--- src/logic/spg_pkg.sv ---
package spg_pkg;
  // Register byte offsets
  localparam logic [7:0] OFS_MODE     = 8'h00;
  localparam logic [7:0] OFS_JERK     = 8'h04;
  localparam logic [7:0] OFS_SLOWRATE = 8'h08;
  localparam logic [7:0] OFS_ACC_LIM  = 8'h0c;
  localparam logic [7:0] OFS_DEC_LIM  = 8'h10;
  localparam logic [7:0] OFS_START_SP = 8'h14;
  localparam logic [7:0] OFS_DRIVE_SP = 8'h18;
  localparam logic [7:0] OFS_PULSES   = 8'h1c;
  localparam logic [7:0] OFS_SLOW_PT  = 8'h20;
  localparam logic [7:0] OFS_COMMAND  = 8'h24;
  localparam logic [7:0] OFS_STATUS   = 8'h28;
  localparam logic [7:0] OFS_SPEED    = 8'h2c;
  localparam logic [7:0] OFS_OUT_CNT  = 8'h30;
  // Mode word bit positions
  localparam int MB_MANUAL   = 0;
  localparam int MB_SEP_RATE = 1;
  localparam int MB_CURVED   = 2;
  // Command codes, low nibble of the command word; bit 4 is direction
  localparam logic [3:0] CMD_FIXED    = 4'h1;
  localparam logic [3:0] CMD_CONT     = 4'h2;
  localparam logic [3:0] CMD_SLOWSTOP = 4'h3;
  localparam logic [3:0] CMD_HALT     = 4'h4;
  localparam int CMD_DIR_BIT = 4;
  // Reset values
  localparam logic [15:0] RST_RATE  = 16'h0001;
  localparam logic [15:0] RST_LIMIT = 16'd8000;
  localparam logic [15:0] RST_SPEED = 16'h0001;
  // Speed is 16.8 fixed point, in pulses per second
  localparam int FRAC_W = 8;
  localparam int SPD_W  = 24;
  // Profile update period
  localparam int CLK_PERIOD_NS = 20;
  localparam int PROF_TICK_NS  = 10000;
  localparam int PROF_TICK_CYC = PROF_TICK_NS / CLK_PERIOD_NS;
  // Phase step per pps: 2^32 / 50 MHz, truncated
  localparam logic [7:0] NCO_SCALE = 8'd85;
  typedef enum logic [2:0] {
    SPG_IDLE, SPG_ACC_UP, SPG_ACC_DOWN, SPG_CONST, SPG_DEC_UP, SPG_DEC_DOWN
  } spg_state_t;
endpackage

--- src/logic/spg_pulse_if.sv ---
`timescale 1ns/10ps
interface spg_pulse_if;
  logic        run;
  logic [15:0] speed;
  logic        pulse;
  modport ctl (output run, output speed, input pulse);
  modport gen (input run, input speed, output pulse);
endinterface // spg_pulse_if

--- src/logic/spg_pulse_gen.sv ---
`timescale 1ns/10ps
module spg_pulse_gen (
  // Clock and reset
  input  wire logic sys_clk,
  input  wire logic reset,
  // Speed in, pulse out
  spg_pulse_if.gen  pif
);
  import spg_pkg::*;

  logic [32:0] phase_nxt;
  logic [31:0] phase_r;
  logic        pulse_r;
  logic [23:0] step;

  // Phase carry marks one pulse; truncated scale makes the average rate about 1% below speed
  assign step      = 24'(pif.speed) * 24'(NCO_SCALE);
  assign phase_nxt = {1'b0, phase_r} + {9'h000, step};
  assign pif.pulse = pulse_r;

  always_ff @(posedge sys_clk) begin
    if (reset || !pif.run) begin
      phase_r <= 32'h0000_0000;
      pulse_r <= 1'b0;
    end else begin
      phase_r <= phase_nxt[31:0];
      pulse_r <= phase_nxt[32];
    end
  end
endmodule // spg_pulse_gen

--- src/logic/spg_scurve_top.sv ---
// Decided for this implementation: the APB register port and the placing of the registers.
`timescale 1ns/10ps
// Notes on behaviour
// - Acceleration rises linearly at jerk rate
// - Ease acceleration when remaining gap reaches rise gain
// - Hold speed at target or zero acceleration
// - Auto decel when remaining pulses at or below acceleration pulses
// - Continuous speed change uses same S ramp
// - Rising acceleration capped at acceleration limit
// - Stop acceleration rise past one twelfth
// - Stop during acceleration: zero acceleration first
// - Low start speed may creep or end early
// - Non-symmetrical mode decelerates with separate rate
// - Non-symmetrical fixed drive uses manual slowdown point
// - No one-twelfth rule in non-symmetrical mode
module spg_scurve_top (
  // Clock and reset
  input  wire logic        sys_clk,
  input  wire logic        reset,
  // APB slave
  input  wire logic        psel,
  input  wire logic        penable,
  input  wire logic        pwrite,
  input  wire logic [7:0]  paddr,
  input  wire logic [31:0] pwdata,
  output logic      [31:0] prdata,
  output logic             pready,
  output logic             pslverr,
  // Stop pins
  input  wire logic [3:0]  external_stop_inputs,
  // Motor driver
  output logic             drive_pulse,
  output logic             drive_dir,
  output logic             drive_busy
);
  import spg_pkg::*;

  spg_pulse_if pif ();

  logic [2:0]       axis_mode_word_r;
  logic [15:0]      jerk_r, slow_rate_r, acc_lim_r, dec_lim_r;
  logic [15:0]      start_speed_r, drive_speed_r;
  logic [31:0]      pulses_r, manual_slowdown_point_r;
  logic [31:0]      out_cnt_r, acc_pulses_r;
  logic [3:0]       stop_s1_r, stop_s2_r;
  logic [8:0]       tick_cnt_r;
  logic             tick;
  logic             access, wr_en, cmd_wr, addr_ok;
  logic [3:0]       cmd;
  logic             fixed_r, stopping_r, stop_req;
  spg_state_t       state_r;
  logic [SPD_W-1:0] speed_r, accel_r, gain_r, floor_r;
  logic [SPD_W-1:0] tgt, rate_up, rate_dn, lim_up, lim_dn, sv_fp;
  logic             manual_slowdown_select, separate_slowdown_rate_enable;
  logic             curved_ramp_select;
  logic             done, auto_slow, tri_hit, remain_le, drive_end;

  function automatic logic [SPD_W-1:0] fp(input logic [15:0] v);
    return {v, {FRAC_W{1'b0}}};
  endfunction

  function automatic logic [SPD_W-1:0] ext(input logic [15:0] v);
    return {{(SPD_W-16){1'b0}}, v};
  endfunction

  function automatic logic [SPD_W-1:0] add_cap(input logic [SPD_W-1:0] a,
                                              input logic [SPD_W-1:0] b,
                                              input logic [SPD_W-1:0] cap);
    logic [SPD_W:0] s;
    s = {1'b0, a} + {1'b0, b};
    return (s > {1'b0, cap}) ? cap : s[SPD_W-1:0];
  endfunction

  function automatic logic [SPD_W-1:0] sub_floor(input logic [SPD_W-1:0] a,
                                                input logic [SPD_W-1:0] b,
                                                input logic [SPD_W-1:0] fl);
    logic [SPD_W-1:0] d;
    d = (a > b) ? a - b : '0;
    return (d < fl) ? fl : d;
  endfunction

  // APB decode; one wait state so every answer comes from a flop
  assign access  = psel && penable;
  assign wr_en   = access && pwrite && pready;
  assign cmd_wr  = wr_en && (paddr == OFS_COMMAND);
  assign cmd     = pwdata[3:0];
  assign addr_ok = (paddr[1:0] == 2'b00) && (paddr <= OFS_OUT_CNT);

  assign manual_slowdown_select        = axis_mode_word_r[MB_MANUAL];
  assign separate_slowdown_rate_enable = axis_mode_word_r[MB_SEP_RATE];
  assign curved_ramp_select            = axis_mode_word_r[MB_CURVED];

  // Without the curved mode acceleration jumps to its limit, giving a trapezoid
  assign tgt     = fp(drive_speed_r);
  assign sv_fp   = fp(start_speed_r);
  assign lim_up  = ext(acc_lim_r);
  assign lim_dn  = separate_slowdown_rate_enable ? ext(dec_lim_r) : ext(acc_lim_r);
  assign rate_up = curved_ramp_select ? ext(jerk_r) : lim_up;
  assign rate_dn = !curved_ramp_select ? lim_dn :
                   separate_slowdown_rate_enable ? ext(slow_rate_r) : ext(jerk_r);
  assign remain_le = (pulses_r - out_cnt_r) <= acc_pulses_r;
  // Manual point when selected, else mirror the pulses used accelerating
  assign auto_slow = fixed_r && !stopping_r &&
                     (manual_slowdown_select ? out_cnt_r >= manual_slowdown_point_r
                                             : remain_le);
  // Twelve times the accel pulses against the total, symmetric mode only
  assign tri_hit = fixed_r && curved_ramp_select && !manual_slowdown_select &&
                   (({2'b00, acc_pulses_r, 2'b00} + {1'b0, acc_pulses_r, 3'b000})
                    > {4'h0, pulses_r});
  assign done = fixed_r && (out_cnt_r >= pulses_r);
  assign drive_end = (cmd_wr && cmd == CMD_HALT) || (drive_busy && (done ||
                     (stopping_r && speed_r == sv_fp && state_r != SPG_ACC_DOWN && !fixed_r)));
  assign stop_req = (cmd_wr && cmd == CMD_SLOWSTOP) || (|stop_s2_r);

  assign pif.run   = drive_busy && !done;
  assign pif.speed = speed_r[SPD_W-1:FRAC_W];

  spg_pulse_gen u_gen (
    .sys_clk (sys_clk),
    .reset   (reset),
    .pif     (pif)
  );

  // Stop pins cross in through two flops
  always_ff @(posedge sys_clk) begin
    if (reset) begin
      stop_s1_r <= 4'h0;
      stop_s2_r <= 4'h0;
    end else begin
      stop_s1_r <= external_stop_inputs;
      stop_s2_r <= stop_s1_r;
    end
  end

  // Profile update period
  always_ff @(posedge sys_clk) begin
    if (reset || tick_cnt_r == 9'(PROF_TICK_CYC - 1)) begin
      tick_cnt_r <= 9'h000;
    end else begin
      tick_cnt_r <= tick_cnt_r + 9'h001;
    end
  end
  assign tick = (tick_cnt_r == 9'(PROF_TICK_CYC - 1));

  // Parameter registers
  always_ff @(posedge sys_clk) begin
    if (reset) begin
      axis_mode_word_r        <= 3'b000;
      jerk_r                  <= RST_RATE;
      slow_rate_r             <= RST_RATE;
      acc_lim_r               <= RST_LIMIT;
      dec_lim_r               <= RST_LIMIT;
      start_speed_r           <= RST_SPEED;
      drive_speed_r           <= RST_SPEED;
      pulses_r                <= 32'h0000_0000;
      manual_slowdown_point_r <= 32'h0000_0000;
    end else if (wr_en) begin
      unique case (paddr)
        OFS_MODE:     axis_mode_word_r        <= pwdata[2:0];
        OFS_JERK:     jerk_r                  <= pwdata[15:0];
        OFS_SLOWRATE: slow_rate_r             <= pwdata[15:0];
        OFS_ACC_LIM:  acc_lim_r               <= pwdata[15:0];
        OFS_DEC_LIM:  dec_lim_r               <= pwdata[15:0];
        OFS_START_SP: start_speed_r           <= pwdata[15:0];
        OFS_DRIVE_SP: drive_speed_r           <= pwdata[15:0];
        OFS_PULSES:   pulses_r                <= pwdata;
        OFS_SLOW_PT:  manual_slowdown_point_r <= pwdata;
        default: ;
      endcase
    end
  end

  // APB answer
  always_ff @(posedge sys_clk) begin
    if (reset) begin
      pready  <= 1'b0;
      pslverr <= 1'b0;
      prdata  <= 32'h0000_0000;
    end else begin
      pready  <= access && !pready;
      pslverr <= access && !pready && !addr_ok;
      prdata  <= 32'h0000_0000;
      if (access && !pready && !pwrite) begin
        unique case (paddr)
          OFS_JERK:     prdata <= {16'h0000, jerk_r};
          OFS_SLOWRATE: prdata <= {16'h0000, slow_rate_r};
          OFS_ACC_LIM:  prdata <= {16'h0000, acc_lim_r};
          OFS_DEC_LIM:  prdata <= {16'h0000, dec_lim_r};
          OFS_START_SP: prdata <= {16'h0000, start_speed_r};
          OFS_DRIVE_SP: prdata <= {16'h0000, drive_speed_r};
          OFS_PULSES:   prdata <= pulses_r;
          OFS_SLOW_PT:  prdata <= manual_slowdown_point_r;
          OFS_STATUS:   prdata <= {24'h00_0000, fixed_r, stopping_r, drive_dir,
                                   state_r, 1'b0, drive_busy};
          OFS_SPEED:    prdata <= {8'h00, speed_r};
          OFS_OUT_CNT:  prdata <= out_cnt_r;
          default:      prdata <= 32'h0000_0000;
        endcase
      end
    end
  end

  // Pulse output and counters
  always_ff @(posedge sys_clk) begin
    if (reset) begin
      drive_pulse  <= 1'b0;
      out_cnt_r    <= 32'h0000_0000;
      acc_pulses_r <= 32'h0000_0000;
    end else if (cmd_wr && (cmd == CMD_FIXED || cmd == CMD_CONT) && !drive_busy) begin
      drive_pulse  <= 1'b0;
      out_cnt_r    <= 32'h0000_0000;
      acc_pulses_r <= 32'h0000_0000;
    end else begin
      drive_pulse <= pif.pulse && !drive_end;
      if (pif.pulse && !drive_end) begin
        out_cnt_r <= out_cnt_r + 32'h0000_0001;
        if ((state_r == SPG_ACC_UP || state_r == SPG_ACC_DOWN) && !stopping_r) begin
          acc_pulses_r <= acc_pulses_r + 32'h0000_0001;
        end
      end
    end
  end

  // Speed profile
  always_ff @(posedge sys_clk) begin
    if (reset) begin
      state_r    <= SPG_IDLE;
      speed_r    <= '0;
      accel_r    <= '0;
      gain_r     <= '0;
      floor_r    <= '0;
      fixed_r    <= 1'b0;
      stopping_r <= 1'b0;
      drive_busy <= 1'b0;
      drive_dir  <= 1'b0;
    end else if (cmd_wr && cmd == CMD_HALT) begin
      state_r    <= SPG_IDLE;
      drive_busy <= 1'b0;
      accel_r    <= '0;
      stopping_r <= 1'b0;
    end else if (!drive_busy) begin
      if (cmd_wr && (cmd == CMD_FIXED || cmd == CMD_CONT)) begin
        state_r    <= SPG_ACC_UP;
        fixed_r    <= (cmd == CMD_FIXED);
        drive_dir  <= pwdata[CMD_DIR_BIT];
        drive_busy <= 1'b1;
        speed_r    <= sv_fp;
        floor_r    <= sv_fp;
        accel_r    <= '0;
        gain_r     <= '0;
        stopping_r <= 1'b0;
      end
    end else if (drive_end) begin
      state_r    <= SPG_IDLE;
      drive_busy <= 1'b0;
      accel_r    <= '0;
      stopping_r <= 1'b0;
    end else begin
      // Stop request: rising acceleration must ease to zero first
      if (stop_req && !stopping_r) begin
        stopping_r <= 1'b1;
        floor_r    <= sv_fp;
        if (state_r == SPG_ACC_UP) begin
          state_r <= SPG_ACC_DOWN;
        end else if (state_r == SPG_CONST) begin
          state_r <= SPG_DEC_UP;
          gain_r  <= '0;
          accel_r <= '0;
        end
      end else if (tick) begin
        unique case (state_r)
          SPG_ACC_UP: begin
            accel_r <= add_cap(accel_r, rate_up, lim_up);
            speed_r <= add_cap(speed_r, accel_r, tgt);
            gain_r  <= add_cap(gain_r, accel_r, '1);
            if (auto_slow) begin
              stopping_r <= 1'b1;
              state_r    <= SPG_ACC_DOWN;
            end else if (tgt - speed_r <= gain_r || speed_r >= tgt || tri_hit) begin
              state_r <= SPG_ACC_DOWN;
            end
          end
          SPG_ACC_DOWN: begin
            accel_r <= sub_floor(accel_r, rate_up, '0);
            speed_r <= add_cap(speed_r, accel_r, tgt);
            if (accel_r == '0 || speed_r >= tgt) begin
              accel_r <= '0;
              gain_r  <= '0;
              state_r <= (stopping_r || auto_slow) ? SPG_DEC_UP : SPG_CONST;
              if (auto_slow) begin
                stopping_r <= 1'b1;
              end
            end
          end
          SPG_CONST: begin
            if (auto_slow) begin
              stopping_r <= 1'b1;
              floor_r    <= sv_fp;
              gain_r     <= '0;
              state_r    <= SPG_DEC_UP;
            end else if (!fixed_r && speed_r < tgt) begin
              gain_r  <= '0;
              state_r <= SPG_ACC_UP;
            end else if (!fixed_r && speed_r > tgt) begin
              gain_r  <= '0;
              floor_r <= (tgt > sv_fp) ? tgt : sv_fp;
              state_r <= SPG_DEC_UP;
            end
          end
          SPG_DEC_UP: begin
            accel_r <= add_cap(accel_r, rate_dn, lim_dn);
            speed_r <= sub_floor(speed_r, accel_r, floor_r);
            gain_r  <= add_cap(gain_r, accel_r, '1);
            if (speed_r - floor_r <= gain_r) begin
              state_r <= SPG_DEC_DOWN;
            end
          end
          SPG_DEC_DOWN: begin
            accel_r <= sub_floor(accel_r, rate_dn, '0);
            speed_r <= sub_floor(speed_r, accel_r, floor_r);
            // Low start speed leaves creep pulses here, or ends early
            if ((accel_r == '0 || speed_r == floor_r) && !stopping_r) begin
              accel_r <= '0;
              state_r <= SPG_CONST;
            end
          end
          default: state_r <= SPG_IDLE;
        endcase
      end
    end
  end
endmodule // spg_scurve_top

--- config.mk ---
export PLATFORM = sky130hd
export DESIGN_NAME = spg_scurve_top
export DESIGN_NICKNAME = d
export VERILOG_FILES = /design/src/logic/spg_pkg.sv /design/src/logic/spg_pulse_if.sv /design/src/logic/spg_pulse_gen.sv /design/src/logic/spg_scurve_top.sv
export SDC_FILE = /design/constraint.sdc
export NUM_CORES = 2
export LEC_CHECK = 0
export BUFFER_PORTS_ARGS = -buffer_cell sky130_fd_sc_hd__buf_2
export CAP_MARGIN = 15
export CORE_UTILIZATION = 28
export CTS_CLUSTER_DIAMETER = 50
export DETAILED_ROUTE_END_ITERATION = 6
export SYNTH_ARGS = -nofsm -noshare
export SYNTH_HDL_FRONTEND = slang
export SYNTH_SLANG_ARGS = --single-unit
--- constraint.sdc ---
create_clock -name sys_clk -period 16.1 [get_ports sys_clk]
set_clock_uncertainty 0.2 [all_clocks]
set_input_delay 1.61 -clock sys_clk [delete_from_list [all_inputs] [get_ports sys_clk]]
set_output_delay 1.61 -clock sys_clk [all_outputs]
set_load 0.03 [all_outputs]
* Word level (Yosys, flattened, before mapping)
Index checks and enable logic that the tools add are counted.
W data, S select, Z words.
** Cells by class
- Equal/unequal tests :: 49
- Multipliers :: 1
- Bitwise gates (word level) :: 3
- Mux-type cells :: 78
- Reductions and logical operators :: 80
- Order comparisons :: 21
- $add $sub $neg :: 15
** Operators with widths (number)
- $mux W24 :: 41
- $pmux W32 S11 :: 1
- $pmux W24 S4 :: 1
- $gt A24 B24 Y1 :: 3
- $pmux W24 S3 :: 1
- $sub A24 B24 Y24 :: 3
- $add A32 B1 Y32 const B :: 2
- $ge A32 B32 Y1 :: 2
- $mux W16 :: 4
- $add A24 B16 Y25 :: 2
- $add A24 B24 Y25 :: 2
- $gt A25 B16 Y1 :: 2
- $eq A24 B24 Y1 :: 2
- $gt A24 B16 Y1 :: 2
- $le A24 B24 Y1 :: 2
- $lt A24 B1 Y1 const B :: 2
- $lt A24 B24 Y1 :: 2
- $mux W3 :: 16
- $pmux W24 S2 :: 1
- $sub A24 B16 Y24 :: 2
- $eq A8 B6 Y1 const B :: 5
- $add A34 B35 Y36 :: 1
- $gt A36 B32 Y1 :: 1
- $add A32 B23 Y33 :: 1
- other kinds (55) :: 146
** Word-level totals
- Input bits :: 49
- Logic and storage cells :: 276
- Output and inout bits :: 37
- Register bits :: 415

* Logic depth before layout (Yosys ltp)
- Depth after elaboration :: 12
- Mapped depth :: 26
- Mapped depth without buffers :: 24

* Hierarchy
From an unflattened synthesis, not the netlist that was laid out.
** Unflattened totals
- Cell total of the unflattened synthesis :: 5115
- Area, all modules :: 38780.9 um^2
** Modules (own cells, without submodules)
- spg_scurve_top :: cells an instance 4660, area an instance 34684.5 um^2, times used 1, sequential area each 7487.2 um^2
- spg_pulse_gen :: cells an instance 455, area an instance 4096.4 um^2, times used 1, sequential area each 660.6 um^2

* Worst setup path before layout
No wires, ideal clock.
- Kind :: reg2reg
- From :: register out_cnt_r[1]
- To :: register floor_r[13]
- Buffers on the path :: 1
- Arrival time :: 5569 ps
- Path slack :: 10193 ps
- Data required time :: 15762 ps
- Period minus slack after synthesis :: 5907 ps
- Stages on the path, launching flop included :: 24
- Library setup time :: 138 ps
- Path through :: dfxtp_1 > inv_1 > ha_1 > nor2b_1 > o31a_1 > o311ai_0 > a31oi_1 > nand2_1 > a211oi_1 > or3_1 > a221o_1 > a311oi_1 > xnor2_1 > ha_1 > nand4_1 > nor4_1 > o311a_1 > a211oi_1 > o32ai_4 > o311ai_0 > nor3_2 > buf_4 > mux2i_1 > a211oi_1
** On the way
- Word-level cells in the longest chain between the ends :: 10
- Elaborated cells between the ends (all ways) :: 20
- Those cells by class :: 1 x add/sub; 3 x order compare; 3 x eq/ne; 7 x mux; 6 x reduce/logical
** RTL lines
- start, declared :: RTL line spg_scurve_top.sv:44 : logic [31:0] out_cnt_r, acc_pulses_r;
- start signal, assigned :: RTL line spg_scurve_top.sv:216 : out_cnt_r <= out_cnt_r + 32'h0000_0001;
- $sub A32 B32 Y32 :: RTL line spg_scurve_top.sv:101 : assign remain_le = (pulses_r - out_cnt_r) <= acc_pulses_r;
- $le A32 B32 Y1 :: RTL line spg_scurve_top.sv:101
- $mux W1 :: RTL line spg_scurve_top.sv:104 : (manual_slowdown_select ? out_cnt_r >= manual_slowdown_point_r
- $logic_and A1 B1 Y1 :: RTL line spg_scurve_top.sv:103 : assign auto_slow = fixed_r && !stopping_r &&
- $mux W24 :: RTL line spg_scurve_top.sv:296 : if (auto_slow) begin
- $mux W24 :: RTL line spg_scurve_top.sv:271 : unique case (state_r)
- $mux W24 :: RTL line spg_scurve_top.sv:270 : end else if (tick) begin
- $mux W24 :: RTL line spg_scurve_top.sv:260 : if (stop_req && !stopping_r) begin
- $mux W24 :: RTL line spg_scurve_top.sv:253 : end else if (drive_end) begin
- $mux W24 :: RTL line spg_scurve_top.sv:241 : end else if (!drive_busy) begin
- end signal, assigned :: RTL line spg_scurve_top.sv:248 : floor_r <= sv_fp;
- end signal, assigned :: RTL line spg_scurve_top.sv:262 : floor_r <= sv_fp;
- end signal, assigned :: RTL line spg_scurve_top.sv:298 : floor_r <= sv_fp;
- end, declared :: RTL line spg_scurve_top.sv:52 : logic [SPD_W-1:0] speed_r, accel_r, gain_r, floor_r;
Several ways; a longest one is shown, not always the timed one. The select of a mux whose other input is x is not followed.
A chain may end at the register's enable or synchronous reset.

* Worst setup path after layout
- From :: register axis_mode_word_r[1]
- To :: register accel_r[10]
** On the way
- Word-level cells in the longest chain between the ends :: 12
- Elaborated cells between the ends (all ways) :: 17
- Those cells by class :: 2 x add/sub; 3 x order compare; 12 x mux
** RTL lines
- start, declared :: RTL line spg_scurve_top.sv:40 : logic [2:0] axis_mode_word_r;
- start signal, assigned :: RTL line spg_scurve_top.sv:159 : OFS_MODE: axis_mode_word_r <= pwdata[2:0];
- $mux W16 (on tied branches) :: RTL line spg_scurve_top.sv:97, spg_scurve_top.sv:100
- $mux W16 :: RTL line spg_scurve_top.sv:99 : assign rate_dn = !curved_ramp_select ? lim_dn :
- $sub A24 B16 Y24 or $gt A24 B16 Y1 (tied branches) :: RTL line spg_scurve_top.sv:78 : d = (a > b) ? a - b : '0;
- $mux W24 :: RTL line spg_scurve_top.sv:78
- $lt A24 B1 Y1 :: RTL line spg_scurve_top.sv:79 : return (d < fl) ? fl : d;
- $mux W24 :: RTL line spg_scurve_top.sv:79
- $mux W24 :: RTL line spg_scurve_top.sv:322 : if ((accel_r == '0 || speed_r == floor_r) && !stopping_r) begin
- $pmux W24 S4 * :: RTL line spg_scurve_top.sv:271
- $mux W24 * :: RTL line spg_scurve_top.sv:270
- $mux W24 * :: RTL line spg_scurve_top.sv:260
- $mux W24 * :: RTL line spg_scurve_top.sv:253
- $mux W24 * :: RTL line spg_scurve_top.sv:241
- end signal, assigned :: RTL line spg_scurve_top.sv:273 : accel_r <= add_cap(accel_r, rate_up, lim_up);
- end signal, assigned :: RTL line spg_scurve_top.sv:284 : accel_r <= sub_floor(accel_r, rate_up, '0);
- end signal, assigned :: RTL line spg_scurve_top.sv:311 : accel_r <= add_cap(accel_r, rate_dn, lim_dn);
- end, declared :: RTL line spg_scurve_top.sv:52
Every way passes the cells marked *; elsewhere a longest branch is shown, timed or not. The select of a mux whose other input is x is not followed.

==> out/qor.yml <==
status: "finished, violations left"
violations: "design-rule violations"
synthArstFlopShare: 0
p_leak_nw: 18.4
rsz0062_at_grt: "false"
synth_cell_type_count: 106
cts_resized: 0
ys_seq_area_frac: 0.207
yosysTopAreaCell: "dfxtp_1"
path_class: "register to register"
switching_share: 0.255
cpMaxStageDelayCell: "dfxtp_2"
cts_tree: "yes"
clk-insertion-delay-late_ps: 670
synth_area_leaders: "dfxtp_1, ha_1, a21oi_1"
grt_max_degree: 156
numCtsBuffers: 69
syn_inst: 5170
htreeDepth: 3
synth_edf_count: 0
cts-root-buf: "clkbuf_16"
firstDrtPassIters: 7
cp_slowest_stage_delay_ps: 990
hold_path.class: "register to register"
min_period_ps: 7540
globalRouteMet2Util: 0.330
worst_pin_slew_ps: 1180
ys.warnings.count: 0
ioPinCount: 86
drc: 1
hold_buffers: 0
pwr-share-comb: 0.019
worst_setup_path_end_kind: "register"
hold_violations: 0
post_cts_buffers: 0
maxCapViolCount: 0
tns_ps: 0
vdd_drop_max_v: 0.0000701
finalCritPeriodShare: 0.468
synth_fp_nets: 5795
drv_slew: 0
synth_top_area_share: 0.207
std_cell_rows: 137
clock_sink_count: 407
cpMostUsedCell: "o21ai_0"
nets: 5805
antenna_found_initial: 15
crit_arrival_ps: 7860
path_clk_slew_ps: 60
use_met1: 0.299
required_ps: 16420
crit_chain: "o21ai_0 > o21ai_0 > ha_1 > inv_1 > a21o_1 > a21oi_1 > o21bai_1 > o21ai_0 > xor2_1 > ha_1 > or3_1 > o21ai_0 > a21oi_1 > nor4_1 > o221ai_1 > mux2i_1 > o31a_1 > a21oi_1 > a222oi_1 > o211ai_1"
track_usage: 0.221
synthFlopType: "dfxtp_1"
grt_pass1_vias: 37400
portBuffers: 85
grt_overflow_total: 0
power_density_nw_per_um2: 60.2
antenna_left: 0
wire_per_inst_um: 22.8
total_power_mw: 2.68
syn-cell-area_um2: 39400
layout-drive-gt1-share: 0.0771
routed_wirelength_um: 162000
ys_seq_elements: 407
syn_to_final_growth_pct: 12.9
coreArea_um2: 140000
finalSetupViolCount: 0
slew_headroom: 0.208
multi_input_area_um2: 28500
fmax_ghz: 0.133
viasPerCell: 5.60
pwr-share-clk: 0.604
startpoint_type: "register"
seq_power_share: 0.377
die_h_um: 377
final_common_cell: "nand2_1"
first_iter_violations: 4394
grt_pass1_wl_um: 239000
vias: 39900
cp_max_fo: 48
fillers: 15000
start_util: 0.282
synth.avg_cell_area_um2: 7.62
netSwitchingPower_uw: 682
grt-busiest-layer: "met2"
p_int_mw: 2.00
dieArea_um2: 142000
dpl.hpwl_um: 127000
regArea_um2: 8150
gp_congestion: 1.03
use_met3: 0.0553
die_x_um: 377
cts_max_path_buffers: 3
layout_common_cells: "nand2_1, ha_1, inv_1, a21oi_1, dfxtp_1"
==> routing by layer <==
layer | wire length (µm) | vias up | part of all wire
li1 | - | 18600 | -
met1 | 69700 | 19100 | 0.43
met2 | 68100 | 1859 | 0.42
met3 | 17000 | 369 | 0.10
met4 | 7170 | 12 | 0.044
met5 | 69 | - | 0.00043
==> cell families (layout without fill, tap and decap cells) <==
logic type      Yosys count  after routing  share of synthesized area
mux                      70             70                     0.0183
flops                   407            407                      0.207
buf+inv                 727            794                     0.0715
simple gates           1641           1641                      0.197
fa+ha+maj               576            576                      0.193
xor+xnor                291            291                     0.0647
other cells               0              6                          0
compound gates         1458           1458                      0.249
==> worst paths after layout <==
| path | from | end | slack [ps] | depth (start not counted) |
|---|---|---|---|---|
| worst max-delay path | axis_mode_word_r[1] | accel_r[10] | 8560 | 20 |
| worst min-delay path | stop_s1_r[0] | stop_s2_r[0] | 230 | 1 |
| worst max register to register | axis_mode_word_r[1] | accel_r[10] | 8560 | 20 |
| worst min register to register | stop_s1_r[0] | stop_s2_r[0] | 230 | 1 |
==> power groups by stage <==
stage,clock network [mW],logic (mW),registers [mW]
6_report,1.62,0.0505,1.01
5_1_grt,1.67,0.0522,1.01
4_1_cts,1.63,0.0483,1.01
3_5_place_dp,0,0.0482,1.03
3_3_place_gp,0,0.0480,1.03
2_1_floorplan,0,0.0255,1.03
==> area by class of cell <==
type / count / share of cell area
Sequential cell: 407 / 0.183
Timing Repair Buffer: 172 / 0.0248
Clock inverter: 49 / 0.0153
Multi-Input combinational cell: 4036 / 0.641
Tap cell: 1876 / 0.0527
Clock buffer: 79 / 0.0410
Inverter: 494 / 0.0417
Antenna cell: 6 / 0.000337
==> registers in the layout, indices dropped and copies added (netlist names), 4 cells and up <==
signal and flops:
stop_s2_r 4, pulses_r 32, u_gen.phase_r 32, prdata 32
drive_speed_r 16, floor_r 16, start_speed_r 16, dec_lim_r 16
gain_r 24, acc_lim_r 16, jerk_r 16, accel_r 24
stop_s1_r 4, manual_slowdown_point_r 32, tick_cnt_r 9, acc_pulses_r 32
slow_rate_r 16, out_cnt_r 32, speed_r 24
==> cells in the mapped netlist (88+ instances only) <==
cell type / number
o21ai_0: 214
nand2_1: 594
nor3_1: 115
nand4_1: 88
clkbuf_1: 170
xnor2_1: 230
a21o_1: 101
inv_1: 492
a21oi_1: 454
nor2_1: 389
ha_1: 523
dfxtp_1: 407
nand3_1: 112
==> critical path, delay by kind of cell (launching register included) <==
kind / cells / cell delay [ps]
mux: 1 / 460
simple gates: 2 / 790
xor+xnor: 1 / 220
buf+inv: 1 / 170
flops: 1 / 990
fa+ha+maj: 2 / 780
compound gates: 13 / 3790
==> through the flow <==
stage	area [µm²]	hold slack [ps]	setup WS, ps	instances	utilization
after global routing	44500	253	8160	7113	0.319
final	44500	234	8560	7119	0.319
after detailed placement	42000	222	8830	6984	0.301
after floorplan	39400	213	10190	5170	-
after CTS	44500	237	8820	7112	0.319
after global placement	42000	216	8940	6984	0.301
No activity file was read; power rests on OpenSTA's default activity.
